### config.mk
export PLATFORM = sky130hd
export DESIGN_NAME = ccrt_role_fsm
export DESIGN_NICKNAME = d
export VERILOG_FILES = /design/src/ccrt_pkg.sv /design/src/ccrt_role_fsm.sv
export SDC_FILE = /design/constraint.sdc
export NUM_CORES = 1
export LEC_CHECK = 0
export BUFFER_PORTS_ARGS = -buffer_cell sky130_fd_sc_hd__buf_2
export CORE_UTILIZATION = 45
export DETAILED_ROUTE_END_ITERATION = 7
export GPL_TIMING_DRIVEN = 0
export PLACE_DENSITY_LB_ADDON = 0.2
export SLEW_MARGIN = 20
export SYNTH_ARGS = -nofsm -noshare
export SYNTH_HDL_FRONTEND = slang
export SYNTH_SLANG_ARGS = --single-unit
export TNS_END_PERCENT = 5
### constraint.sdc
create_clock -name ref_clk -period 3.17 [get_ports ref_clk]
set_input_delay 0.317 -clock ref_clk [delete_from_list [all_inputs] [get_ports ref_clk]]
set_output_delay 0.317 -clock ref_clk [all_outputs]
set_load 0.005 [all_outputs]
### src/ccrt_pkg.sv
package ccrt_pkg;
  // register byte offsets
  localparam logic [3:0] ADDR_CTRL = 4'h0;
  localparam logic [3:0] ADDR_FORCE = 4'h4;
  localparam logic [3:0] ADDR_STATUS = 4'h8;
  localparam logic [1:0] RESP_OKAY = 2'h0;
  localparam logic [1:0] RESP_SLVERR = 2'h2;

  // control register fields
  localparam int CTRL_TRY_SRC = 0;
  localparam int CTRL_TRY_SNK = 1;
  localparam int CTRL_DRP = 2;
  localparam int CTRL_VCONN = 3;
  localparam int CTRL_CT_SUP = 4;
  localparam int CTRL_CT_DEV = 5;
  localparam int CTRL_ACC = 6;
  localparam int CTRL_W = 7;
  localparam logic [6:0] CTRL_RESET = 7'h04;

  // status register fields
  localparam int STAT_STATE_LSB = 0;
  localparam int STAT_CC1_LSB = 4;
  localparam int STAT_CC2_LSB = 6;
  localparam int STAT_VBUS = 8;
  localparam int STAT_VCONN = 9;
  localparam int STAT_ORIENT = 10;
  localparam int STAT_YIELDED = 11;

  // sampled cc termination, rx is Rd seen as source or Rp seen as sink
  localparam logic [1:0] CC_OPEN = 2'h0;
  localparam logic [1:0] CC_RA = 2'h1;
  localparam logic [1:0] CC_RX = 2'h2;

  // timing, in microseconds, then in cycles of ref_clk
  localparam int CLK_MHZ = 100;
  localparam int T_CC_DEBOUNCE_US = 100;
  localparam int T_PD_DEBOUNCE_US = 10;
  localparam int T_TRY_CC_DEBOUNCE_US = 10;
  localparam int T_DRP_TRY_US = 75;
  localparam int T_DRP_TRY_WAIT_US = 400;
  localparam int T_TRY_TIMEOUT_US = 550;
  localparam int CYC_CC_DEBOUNCE = T_CC_DEBOUNCE_US * CLK_MHZ;
  localparam int CYC_PD_DEBOUNCE = T_PD_DEBOUNCE_US * CLK_MHZ;
  localparam int CYC_TRY_CC_DEBOUNCE = T_TRY_CC_DEBOUNCE_US * CLK_MHZ;
  localparam int CYC_DRP_TRY = T_DRP_TRY_US * CLK_MHZ;
  localparam int CYC_DRP_TRY_WAIT = T_DRP_TRY_WAIT_US * CLK_MHZ;
  localparam int CYC_TRY_TIMEOUT = T_TRY_TIMEOUT_US * CLK_MHZ;

  typedef enum logic [3:0] {
    ST_UNATT_SNK,
    ST_UNATT_SRC,
    ST_UNATTWAIT_SRC,
    ST_ATT_SRC,
    ST_ATT_SNK,
    ST_TRY_SRC,
    ST_TRYWAIT_SNK,
    ST_TRY_SNK,
    ST_TRYWAIT_SRC,
    ST_UNATT_ACC,
    ST_CT_UNATT_SNK,
    ST_UNSUP_ACC
  } ccrt_state_t;
  localparam logic [3:0] NUM_STATES = 4'hc;
endpackage

### src/ccrt_role_fsm.sv
`timescale 1ns/100ps
// Function
// RQ1: attached source supplying or yielding vconn goes to unattached-wait source on open
// RQ2: attached source without vconn duty goes to unattached source on open
// RQ3: dual-role goes to unattached sink on open, or trywait sink if try-source
// RQ4: dual-role with charge-through support enters ct unattached sink on identification
// RQ5: vbus supply stops on any exit from attached source
// RQ6: vconn stops on exit, except power-role swap or ct unattached sink
// RQ7: accepted power-role swap goes straight to attached sink, vconn kept
// RQ8: charge-through device leaves attached source on vbus loss or host cc open
// RQ9: try-source and try-sink never enabled together
// RQ10: try source drives no vbus or vconn, rp on both cc pins
// RQ11: try source enters attached source after rd on one pin debounced
// RQ12: try source falls to trywait sink on drp-try with safe0v, or timeout
// RQ13: trywait sink and try sink drive no power, rd on both pins
// RQ14: trywait sink enters attached sink once vbus debounced, tolerating short opens
// RQ15: trywait sink returns to unattached sink when both pins open long
// RQ16: try sink ignores cc pins until the drp-try time ends
// RQ17: try sink attaches on one-pin rp with vbus, else trywait source
// RQ18: accessory-capable sink goes to unsupported accessory after drp-try-wait
// RQ19: charge-through device in try sink isolates host side, rd on host cc
// RQ20: charge-through try sink attaches on host rp with vbus or vconn
// RQ21: trywait source attaches on safe0v plus rd, else unattached sink
// RQ22: unattached accessory presents rp on both pins, no power, no attach
// RQ23: debounce timers restart whenever sampled cc state changes
// RQ24: every timer length is a cycle-count parameter
module ccrt_role_fsm #(
  parameter int TW = 24,
  parameter int P_CC_DEBOUNCE = ccrt_pkg::CYC_CC_DEBOUNCE, // [RQ24]
  parameter int P_PD_DEBOUNCE = ccrt_pkg::CYC_PD_DEBOUNCE,
  parameter int P_TRY_CC_DEBOUNCE = ccrt_pkg::CYC_TRY_CC_DEBOUNCE,
  parameter int P_DRP_TRY = ccrt_pkg::CYC_DRP_TRY,
  parameter int P_DRP_TRY_WAIT = ccrt_pkg::CYC_DRP_TRY_WAIT,
  parameter int P_TRY_TIMEOUT = ccrt_pkg::CYC_TRY_TIMEOUT
) (
  input wire logic ref_clk,
  input wire logic reset_n,
  input wire logic [3:0] awaddr,
  input wire logic awvalid,
  output logic awready,
  input wire logic [31:0] wdata,
  input wire logic [3:0] wstrb,
  input wire logic wvalid,
  output logic wready,
  output logic [1:0] bresp,
  output logic bvalid,
  input wire logic bready,
  input wire logic [3:0] araddr,
  input wire logic arvalid,
  output logic arready,
  output logic [31:0] rdata,
  output logic [1:0] rresp,
  output logic rvalid,
  input wire logic rready,
  input wire logic [1:0] cc1Level,
  input wire logic [1:0] cc2Level,
  input wire logic vbusSafe0v,
  input wire logic vbusPresent,
  input wire logic vconnPresent,
  input wire logic pdPrSwapAccept,
  input wire logic pdCtIdentified,
  input wire logic pdVconnYielded,
  output logic vbusEn,
  output logic vconnEn,
  output logic rp1En,
  output logic rp2En,
  output logic rd1En,
  output logic rd2En,
  output logic ctIsolate,
  output ccrt_pkg::ccrt_state_t portState
);
  import ccrt_pkg::*;

  initial begin
    if (TW < 8 || TW > 31) $error("timer width out of range");
    if (P_CC_DEBOUNCE < 1 || P_PD_DEBOUNCE < 1 || P_TRY_CC_DEBOUNCE < 1 ||
        P_DRP_TRY < 1 || P_DRP_TRY_WAIT < 1 || P_TRY_TIMEOUT < 1) $error("zero timer");
    if (P_CC_DEBOUNCE >= 2**TW || P_DRP_TRY_WAIT >= 2**TW ||
        P_TRY_TIMEOUT >= 2**TW || P_DRP_TRY >= 2**TW) $error("timer too wide");
  end

  //////////////////////////////////////////////////////////////////////////////
  // register decode and axi4-lite slave

  function automatic logic [1:0] regIndex(input logic [3:0] addr);
    case (addr)
      ADDR_CTRL: regIndex = 2'h0;
      ADDR_FORCE: regIndex = 2'h1;
      ADDR_STATUS: regIndex = 2'h2;
      default: regIndex = 2'h3;
    endcase
  endfunction

  logic awHeld;
  logic wHeld;
  logic [3:0] awAddrQ;
  logic [31:0] wDataQ;
  logic [3:0] wStrbQ;
  logic [CTRL_W-1:0] ctrl;
  logic forceValid;
  ccrt_state_t forceState;
  logic [31:0] statusWord;
  logic doWrite;

  assign awready = !awHeld && !bvalid;
  assign wready = !wHeld && !bvalid;
  assign arready = !rvalid;
  assign doWrite = awHeld && wHeld && !bvalid;

  always_ff @(posedge ref_clk or negedge reset_n) begin
    if (!reset_n) begin
      awHeld <= 1'b0;
      wHeld <= 1'b0;
      awAddrQ <= 4'h0;
      wDataQ <= 32'h0;
      wStrbQ <= 4'h0;
    end else begin
      if (awvalid && awready) begin
        awHeld <= 1'b1;
        awAddrQ <= awaddr;
      end else if (doWrite) begin
        awHeld <= 1'b0;
      end
      if (wvalid && wready) begin
        wHeld <= 1'b1;
        wDataQ <= wdata;
        wStrbQ <= wstrb;
      end else if (doWrite) begin
        wHeld <= 1'b0;
      end
    end
  end

  always_ff @(posedge ref_clk or negedge reset_n) begin
    if (!reset_n) begin
      bvalid <= 1'b0;
      bresp <= RESP_OKAY;
      ctrl <= CTRL_RESET;
      forceValid <= 1'b0;
      forceState <= ST_UNATT_SNK;
    end else begin
      forceValid <= 1'b0;
      if (bvalid && bready) begin
        bvalid <= 1'b0;
      end
      if (doWrite) begin
        bvalid <= 1'b1;
        bresp <= RESP_OKAY;
        case (regIndex(awAddrQ))
          2'h0: begin
            if (wStrbQ[0]) begin
              ctrl <= wDataQ[CTRL_W-1:0];
              // try-source wins when software asks for both
              if (wDataQ[CTRL_TRY_SRC]) begin
                ctrl[CTRL_TRY_SNK] <= 1'b0; // [RQ9]
              end
            end
          end
          2'h1: begin
            if (wStrbQ[0] && wDataQ[3:0] < NUM_STATES) begin
              forceValid <= 1'b1;
              forceState <= ccrt_state_t'(wDataQ[3:0]);
            end else begin
              bresp <= RESP_SLVERR;
            end
          end
          2'h2: bresp <= RESP_OKAY;
          default: bresp <= RESP_SLVERR;
        endcase
      end
    end
  end

  always_ff @(posedge ref_clk or negedge reset_n) begin
    if (!reset_n) begin
      rvalid <= 1'b0;
      rdata <= 32'h0;
      rresp <= RESP_OKAY;
    end else if (arvalid && arready) begin
      rvalid <= 1'b1;
      rresp <= RESP_OKAY;
      case (regIndex(araddr))
        2'h0: rdata <= {25'h0, ctrl};
        2'h1: rdata <= {28'h0, portState};
        2'h2: rdata <= statusWord;
        default: begin
          rdata <= 32'h0;
          rresp <= RESP_SLVERR;
        end
      endcase
    end else if (rvalid && rready) begin
      rvalid <= 1'b0;
    end
  end

  //////////////////////////////////////////////////////////////////////////////
  // pin synchronisers and debounce timers

  logic [5:0] syncA;
  logic [5:0] syncB;
  logic [1:0] cc1;
  logic [1:0] cc2;
  logic vbusOk;
  logic vbus0;
  logic [3:0] ccLast;
  logic [TW-1:0] ccTimer;
  logic [TW-1:0] ccAge;
  logic [TW-1:0] vbusTimer;
  logic [TW-1:0] stateTimer;
  ccrt_state_t state;
  ccrt_state_t next_state;

  always_ff @(posedge ref_clk or negedge reset_n) begin
    if (!reset_n) begin
      syncA <= 6'h0;
      syncB <= 6'h0;
    end else begin
      syncA <= {vbusPresent, vbusSafe0v, cc2Level, cc1Level};
      syncB <= syncA;
    end
  end
  assign cc1 = syncB[1:0];
  assign cc2 = syncB[3:2];
  assign vbus0 = syncB[4];
  assign vbusOk = syncB[5];

  // a partner's pd traffic only shows as short opens; restarting here filters it
  always_ff @(posedge ref_clk or negedge reset_n) begin
    if (!reset_n) begin
      ccLast <= 4'h0;
      ccTimer <= '0;
    end else begin
      ccLast <= {cc2, cc1};
      if ({cc2, cc1} != ccLast) begin
        ccTimer <= '0; // [RQ23]
      end else if (ccTimer != '1) begin
        ccTimer <= ccTimer + 1'b1;
      end
    end
  end

  // the counter still shows the old run on the cycle a change arrives
  assign ccAge = ({cc2, cc1} == ccLast) ? ccTimer : '0; // [RQ23]

  always_ff @(posedge ref_clk or negedge reset_n) begin
    if (!reset_n) begin
      vbusTimer <= '0;
      stateTimer <= '0;
    end else begin
      // vbus we drive ourselves must not count as the partner's
      if (!vbusOk || vbusEn) begin
        vbusTimer <= '0;
      end else if (vbusTimer != '1) begin
        vbusTimer <= vbusTimer + 1'b1;
      end
      if (next_state != state) begin
        stateTimer <= '0;
      end else if (stateTimer != '1) begin
        stateTimer <= stateTimer + 1'b1;
      end
    end
  end

  //////////////////////////////////////////////////////////////////////////////
  // connection state machine

  logic ctDev;
  logic oneRx;
  logic noRx;
  logic bothOpen;
  logic hostRx;
  logic orient;
  logic next_orient;
  logic yielded;
  logic monOpen;
  logic tryCcOk;

  assign ctDev = ctrl[CTRL_CT_DEV];
  assign oneRx = (cc1 == CC_RX) != (cc2 == CC_RX);
  assign noRx = (cc1 != CC_RX) && (cc2 != CC_RX);
  assign bothOpen = (cc1 == CC_OPEN) && (cc2 == CC_OPEN);
  assign hostRx = cc1 == CC_RX;
  // cc1 stands for the host-side cc of a charge-through device
  assign monOpen = (orient && !ctDev) ? (cc2 == CC_OPEN) : (cc1 == CC_OPEN);
  assign tryCcOk = ccAge >= TW'(P_TRY_CC_DEBOUNCE);

  always_comb begin
    next_state = state;
    case (state)
      ST_ATT_SRC: begin
        if (pdPrSwapAccept) begin
          next_state = ST_ATT_SNK; // [RQ7]
        end else if (ctDev) begin
          if (!vbusOk || cc1 == CC_OPEN) next_state = ST_UNATT_SNK; // [RQ8]
        end else if (ctrl[CTRL_DRP] && ctrl[CTRL_CT_SUP] && pdCtIdentified) begin
          next_state = ST_CT_UNATT_SNK; // [RQ4]
        end else if (monOpen) begin
          if (ctrl[CTRL_DRP]) begin
            next_state = ctrl[CTRL_TRY_SRC] ? ST_TRYWAIT_SNK : ST_UNATT_SNK; // [RQ3]
          end else if (vconnEn || yielded) begin
            next_state = ST_UNATTWAIT_SRC; // [RQ1]
          end else begin
            next_state = ST_UNATT_SRC; // [RQ2]
          end
        end
      end
      ST_TRY_SRC: begin
        if (oneRx && tryCcOk) begin
          next_state = ST_ATT_SRC; // [RQ11]
        end else if (noRx && ((stateTimer >= TW'(P_DRP_TRY) && vbus0) ||
                              stateTimer >= TW'(P_TRY_TIMEOUT))) begin
          next_state = ST_TRYWAIT_SNK; // [RQ12]
        end
      end
      ST_TRYWAIT_SNK: begin
        if (bothOpen && ccAge >= TW'(P_PD_DEBOUNCE)) begin
          next_state = ST_UNATT_SNK; // [RQ15]
        end else if (vbusTimer >= TW'(P_CC_DEBOUNCE)) begin
          next_state = ST_ATT_SNK; // [RQ14]
        end
      end
      ST_TRY_SNK: begin
        // nothing on cc counts until the drp-try time has run out
        if (stateTimer >= TW'(P_DRP_TRY)) begin // [RQ16]
          if (ctDev) begin
            if (hostRx && tryCcOk && (vbusOk || vconnPresent)) begin
              next_state = ST_ATT_SNK; // [RQ20]
            end else if (!hostRx && tryCcOk) begin
              next_state = ST_TRYWAIT_SRC; // [RQ20]
            end
          end else if (oneRx && tryCcOk && vbusOk) begin
            next_state = ST_ATT_SNK; // [RQ17]
          end else if (ctrl[CTRL_ACC]) begin
            if (noRx && stateTimer >= TW'(P_DRP_TRY_WAIT) &&
                ccAge >= TW'(P_TRY_CC_DEBOUNCE)) begin
              next_state = ST_UNSUP_ACC; // [RQ18]
            end
          end else if (noRx && tryCcOk) begin
            next_state = ST_TRYWAIT_SRC; // [RQ17]
          end
        end
      end
      ST_TRYWAIT_SRC: begin
        if (vbus0 && tryCcOk && (ctDev ? hostRx : oneRx)) begin
          next_state = ST_ATT_SRC; // [RQ21]
        end else if (stateTimer >= TW'(P_DRP_TRY) && (ctDev ? !hostRx : noRx)) begin
          next_state = ST_UNATT_SNK; // [RQ21]
        end
      end
      ST_UNATT_ACC: next_state = ST_UNATT_ACC; // [RQ22]
      default: next_state = state;
    endcase
    if (forceValid) begin
      next_state = forceState;
    end
  end

  // orientation is fixed only on entry to the attached source state
  always_comb begin
    next_orient = orient;
    if (next_state == ST_ATT_SRC && state != ST_ATT_SRC) begin
      next_orient = cc2 == CC_RX && cc1 != CC_RX;
    end
  end

  always_ff @(posedge ref_clk or negedge reset_n) begin
    if (!reset_n) begin
      state <= ST_UNATT_SNK;
      orient <= 1'b0;
    end else begin
      state <= next_state;
      orient <= next_orient;
    end
  end

  always_ff @(posedge ref_clk or negedge reset_n) begin
    if (!reset_n) begin
      vconnEn <= 1'b0;
      yielded <= 1'b0;
    end else if (next_state == ST_ATT_SRC && state != ST_ATT_SRC) begin
      vconnEn <= ctrl[CTRL_VCONN];
      yielded <= 1'b0;
    end else if (state == ST_ATT_SRC && pdVconnYielded && vconnEn) begin
      vconnEn <= 1'b0;
      yielded <= 1'b1;
    end else if (!(next_state inside {ST_ATT_SRC, ST_ATT_SNK, ST_CT_UNATT_SNK})) begin
      vconnEn <= 1'b0; // [RQ6]
      yielded <= 1'b0;
    end
  end

  // outputs follow next_state so a switch opens on the very edge of the exit
  always_ff @(posedge ref_clk or negedge reset_n) begin
    if (!reset_n) begin
      vbusEn <= 1'b0;
      rp1En <= 1'b0;
      rp2En <= 1'b0;
      rd1En <= 1'b1;
      rd2En <= 1'b1;
      ctIsolate <= 1'b0;
    end else begin
      vbusEn <= next_state == ST_ATT_SRC; // [RQ5]
      if (next_state inside {ST_TRY_SRC, ST_TRYWAIT_SRC, ST_UNATT_ACC,
                             ST_UNATT_SRC, ST_UNATTWAIT_SRC}) begin
        rp1En <= 1'b1; // [RQ10] [RQ22]
        rp2En <= 1'b1;
        rd1En <= 1'b0;
        rd2En <= 1'b0;
      end else if (next_state == ST_ATT_SRC) begin
        rp1En <= !next_orient;
        rp2En <= next_orient;
        rd1En <= 1'b0;
        rd2En <= 1'b0;
      end else begin
        rp1En <= 1'b0; // [RQ7] [RQ13] [RQ19]
        rp2En <= 1'b0;
        rd1En <= 1'b1;
        rd2En <= 1'b1;
      end
      ctIsolate <= ctDev && next_state == ST_TRY_SNK; // [RQ19]
    end
  end

  assign portState = state;
  assign statusWord = {20'h0, yielded, orient, vconnEn, vbusEn, cc2, cc1, state};
endmodule

==> qor.tcl <==
set qor(run_status) {finished, final reports clean}
set qor(cts.path.max_buffers) 2
set qor(synth_enable_flop_cells) 0
set qor(drt_pass1_iterations) 5
set qor(slew_headroom_pct) 34.9
set qor(std_cell_rows) 46
set qor(yosysSeqAreaShare_pct) 48.3
set qor(r2r_cells) 11
set qor(cp-start-kind) {register}
set qor(maximum_number_of_pins_on_one_net_before_global_route_repair) 78
set qor(crit_slowest_cell) {or4b_1}
set qor(hold_path.startpoint) {rready}
set qor(timing.hold.worst_path_depth) 2
set qor(grt_pass1_wl_um) 27600
set qor(post_synth_main_area_contributors) {dfrtp_1 (48%), xor2_1 (4.8%), nor2_1 (4.2%), nand2_1 (3.6%), xnor2_1 (3.2%)}
set qor(track_usage_pct) 21.2
set qor(final_max_slew_viol_count) 0
set qor(globalRoute.totalOverflow) 0
set qor(worstPathArrival_ns) 3.41
set qor(hold_viol_final) 0
set qor(synthesized_cell_area_um2) 7370
set qor(cts.root.buffer_cell) {clkbuf_16}
set qor(post_dp_cell_area_um2) 8060
set qor(cts_tree) {built}
set qor(portBuffers) 61
set qor(post-synth-top-count-cell) {dfrtp_1}
set qor(fillerInstances) 1448
set qor(finalCoreUtilization_pct) 55.2
set qor(report.final.setup_viol) 0
set qor(die_area_um2) 16900
set qor(start_util_pct) 46.2
set qor(async_flop_share_pct) 100
set qor(timing.reg2reg.setup_slack_ns) 0.11
set qor(num_vias) 5738
set qor(max_rail_drop_vdd_uv) 458
set qor(floorplan.die.width_um) 130
set qor(power_leakage_nw) 3.87
set qor(number_of_violations_reported_at_the_end_of_detailed_routing_iteration_0) 445
set qor(yosys.cell_types.count) 78
set qor(syn_avg_cell_area_um2) 9.89
set qor(n_antenna_cell) 0
set qor(wl_per_cell_um) 15.0
set qor(gp_routability_congestion) 0.843
set qor(critical-path-max-stage-delay_ns) 0.50
set qor(worstReg2RegEnd) {stateTimer[15]}
set qor(grt_setup_unrepaired) {yes}
set qor(clkSlewWorstSetupHoldPaths_ns) 0.06
set qor(setup.worst_path.class) {reg -> reg}
set qor(max_cap_viol_count) 0
set qor(timing.critical_path.max_delay_family) {simple AND/OR/NAND/NOR gates}
set qor(share_of_final_layout_standard_cells_stronger_than_drive_strength_1_pct) 21.5
set qor(post-route-min-period_ns) 3.06
set qor(grt_pass1_vias) 5661
set qor(hold_path_end) {rvalid}
set qor(synth_area_leader_cell) {dfrtp_1}
set qor(totalNegativeSetupSlack_ns) 0
set qor(count_of_unresolved_drc_violations_after_routing) 0
set qor(clock-skew-final_ns) 0.00832
set qor(clk-insertion-delay-late_ns) 0.42
set qor(die_h_um) 130
set qor(design.portCount) 113
set qor(cts-buffers-inserted) 17
set qor(final_net_count) 923
set qor(timing.final.ws_setup_ns) 0.107
set qor(initial_antenna_violation_count) 0
set qor(post-route-period-util_pct) 96.6
set qor(critPathCaptureType) {register}
set qor(final_design_area_no_fill_um2) 8790
set qor(critPathRequiredTime_ns) 3.52
set qor(ys_warn_count) 0
set qor(avgViaCountPerCell) 5.29
set qor(dominantRegCellSynth) {dfrtp_1}
set qor(floorplan.core_area_um2) 15900
set qor(cp_cell_sequence) {or2b_1, ha_1, nand2_1, a21o_2, o311a_1, or4b_1, a22oi_4, xor2_1, nand4_4, buf_6, nor2_2}
set qor(place_worst_setup_slack_ns) 0.00993
set qor(synth_top_cells_by_count) {dfrtp_1 (140), nor2_1 (82), nand2_1 (71)}
set qor(r2r_start) {syncB[2]}
set qor(synth-seq-cells) 142
set qor(cts_num_sinks) 142
set qor(worst_path_maximum_fanout) 10
set qor(area.growth.synth_to_final_pct) 19.3
set qor(cts.htree.levels) 4
set qor(netlist.area_leader.share_pct) 47.5
set qor(max_slew.worst_pin.slew_ns) 0.969
set qor(ant_nets) 0
set qor(hp-class) {in -> reg}
set qor(dpl.hpwl_um) 11700
set qor(fmaxAchievable_ghz) 0.326
set qor(power_per_cell_area_nw_per_um2) 722
set qor(route.final.wire_length_um) 16200
set qor(postSynthCellCount) 745
set qor(cp.buffers_inverters) 1
## flip-flops by register name (all words and copies together) (netlist names), 4 cells and up
register,count
vbusTimer,24
wDataQ,7
ctrl,7
ccLast,4
portState,4
stateTimer,24
rdata,12
ccTimer,24
awAddrQ,4
forceState,4
syncA,6
syncB,6
## cells by family after synthesis
logic type               Yosys count  share of synthesized area, %
other                              1                        0.0509
buffers and inverters             64                          5.11
adder cells (fa/ha/maj)            8                          1.34
AND/OR/NAND/NOR                  335                          23.8
flip-flops                       142                          48.3
XOR/XNOR                          67                          7.96
AO/OA/AOI/OAI                    102                          9.63
multiplexers                      26                          3.89
## report_power, final
| part | switching (mW) | internal (mW) | leakage [nW] |
|---|---|---|---|
| logic | 1.05 | 0.816 | 1.68 |
| registers | 0.224 | 2.08 | 1.88 |
| clock network | 0.779 | 1.40 | 0.311 |
## repair_timing
action	4_1_cts	5_1_grt
hold endpoints to repair	70	0
cloned	0	0
gates resized for setup	1	2
pin swaps	0	1
setup endpoints to repair	20	22
hold buffers	7	0
buffers inserted	0	1
## placed cells by master, fill, tap and decap left out, types with 21 or more instances in the layout
master and instances:
nand3_1 34, o21ai_0 30, nor3_1 21, xnor2_1 27, dfrtp_1 138, buf_2 62
nand2_1 71, nor2_1 82, xor2_1 40, buf_4 26, conb_1 22
## layout make-up
type                    count  area [um^2]  area share, %
repair buffers             70          420           4.78
well taps                 216          270           3.07
clock inverters            14          215           2.45
flip-flops and latches    142         3560           40.5
clock buffers              18          429           4.88
plain buffers              44          302           3.43
multi-input cells         560         3520           40.1
inverters                  20         75.1          0.854
## through the flow
step                instances  total power, mW  hold slack [ns]
detailed placement       1044             4.12            0.295
finish                   1084             6.35           0.0713
global placement         1043             4.05            0.332
CTS                      1083             6.38           0.0558
floorplan                 766             3.58           0.0214
global route             1084             6.72           0.0643
## layer usage
| metal | track usage [%] | routed length [um] |
|---|---|---|
| met1 | 26.4 | 7090 |
| met5 | 0 | 0 |
| met4 | 7.18 | 303 |
| met2 | 35.7 | 8190 |
| met3 | 5.45 | 639 |
## worst max path at each step
| stage | startpoint | to | cells after the start |
|---|---|---|---|
| after CTS | syncB[0] | stateTimer[15] | 12 |
| after global routing | syncB[2] | orient | 10 |
| after detailed placement | syncB[3] | stateTimer[15] | 12 |
| after global placement | reset_n | stateTimer[1] | 1 |
| after floorplan | syncB[2] | orient | 10 |
| final | syncB[2] | stateTimer[15] | 11 |
## worst reg2reg max path, cell delays in order, from the launching register on
cell and delay [ns]:
dfrtp_1 0.46, or2b_1 0.27, ha_1 0.32, nand2_1 0.08, a21o_2 0.11, o311a_1 0.18, or4b_1 0.50, a22oi_4 0.21
xor2_1 0.29, nand4_4 0.23, buf_6 0.23, nor2_2 0.11
No activity file was read; power rests on OpenSTA's default activity.
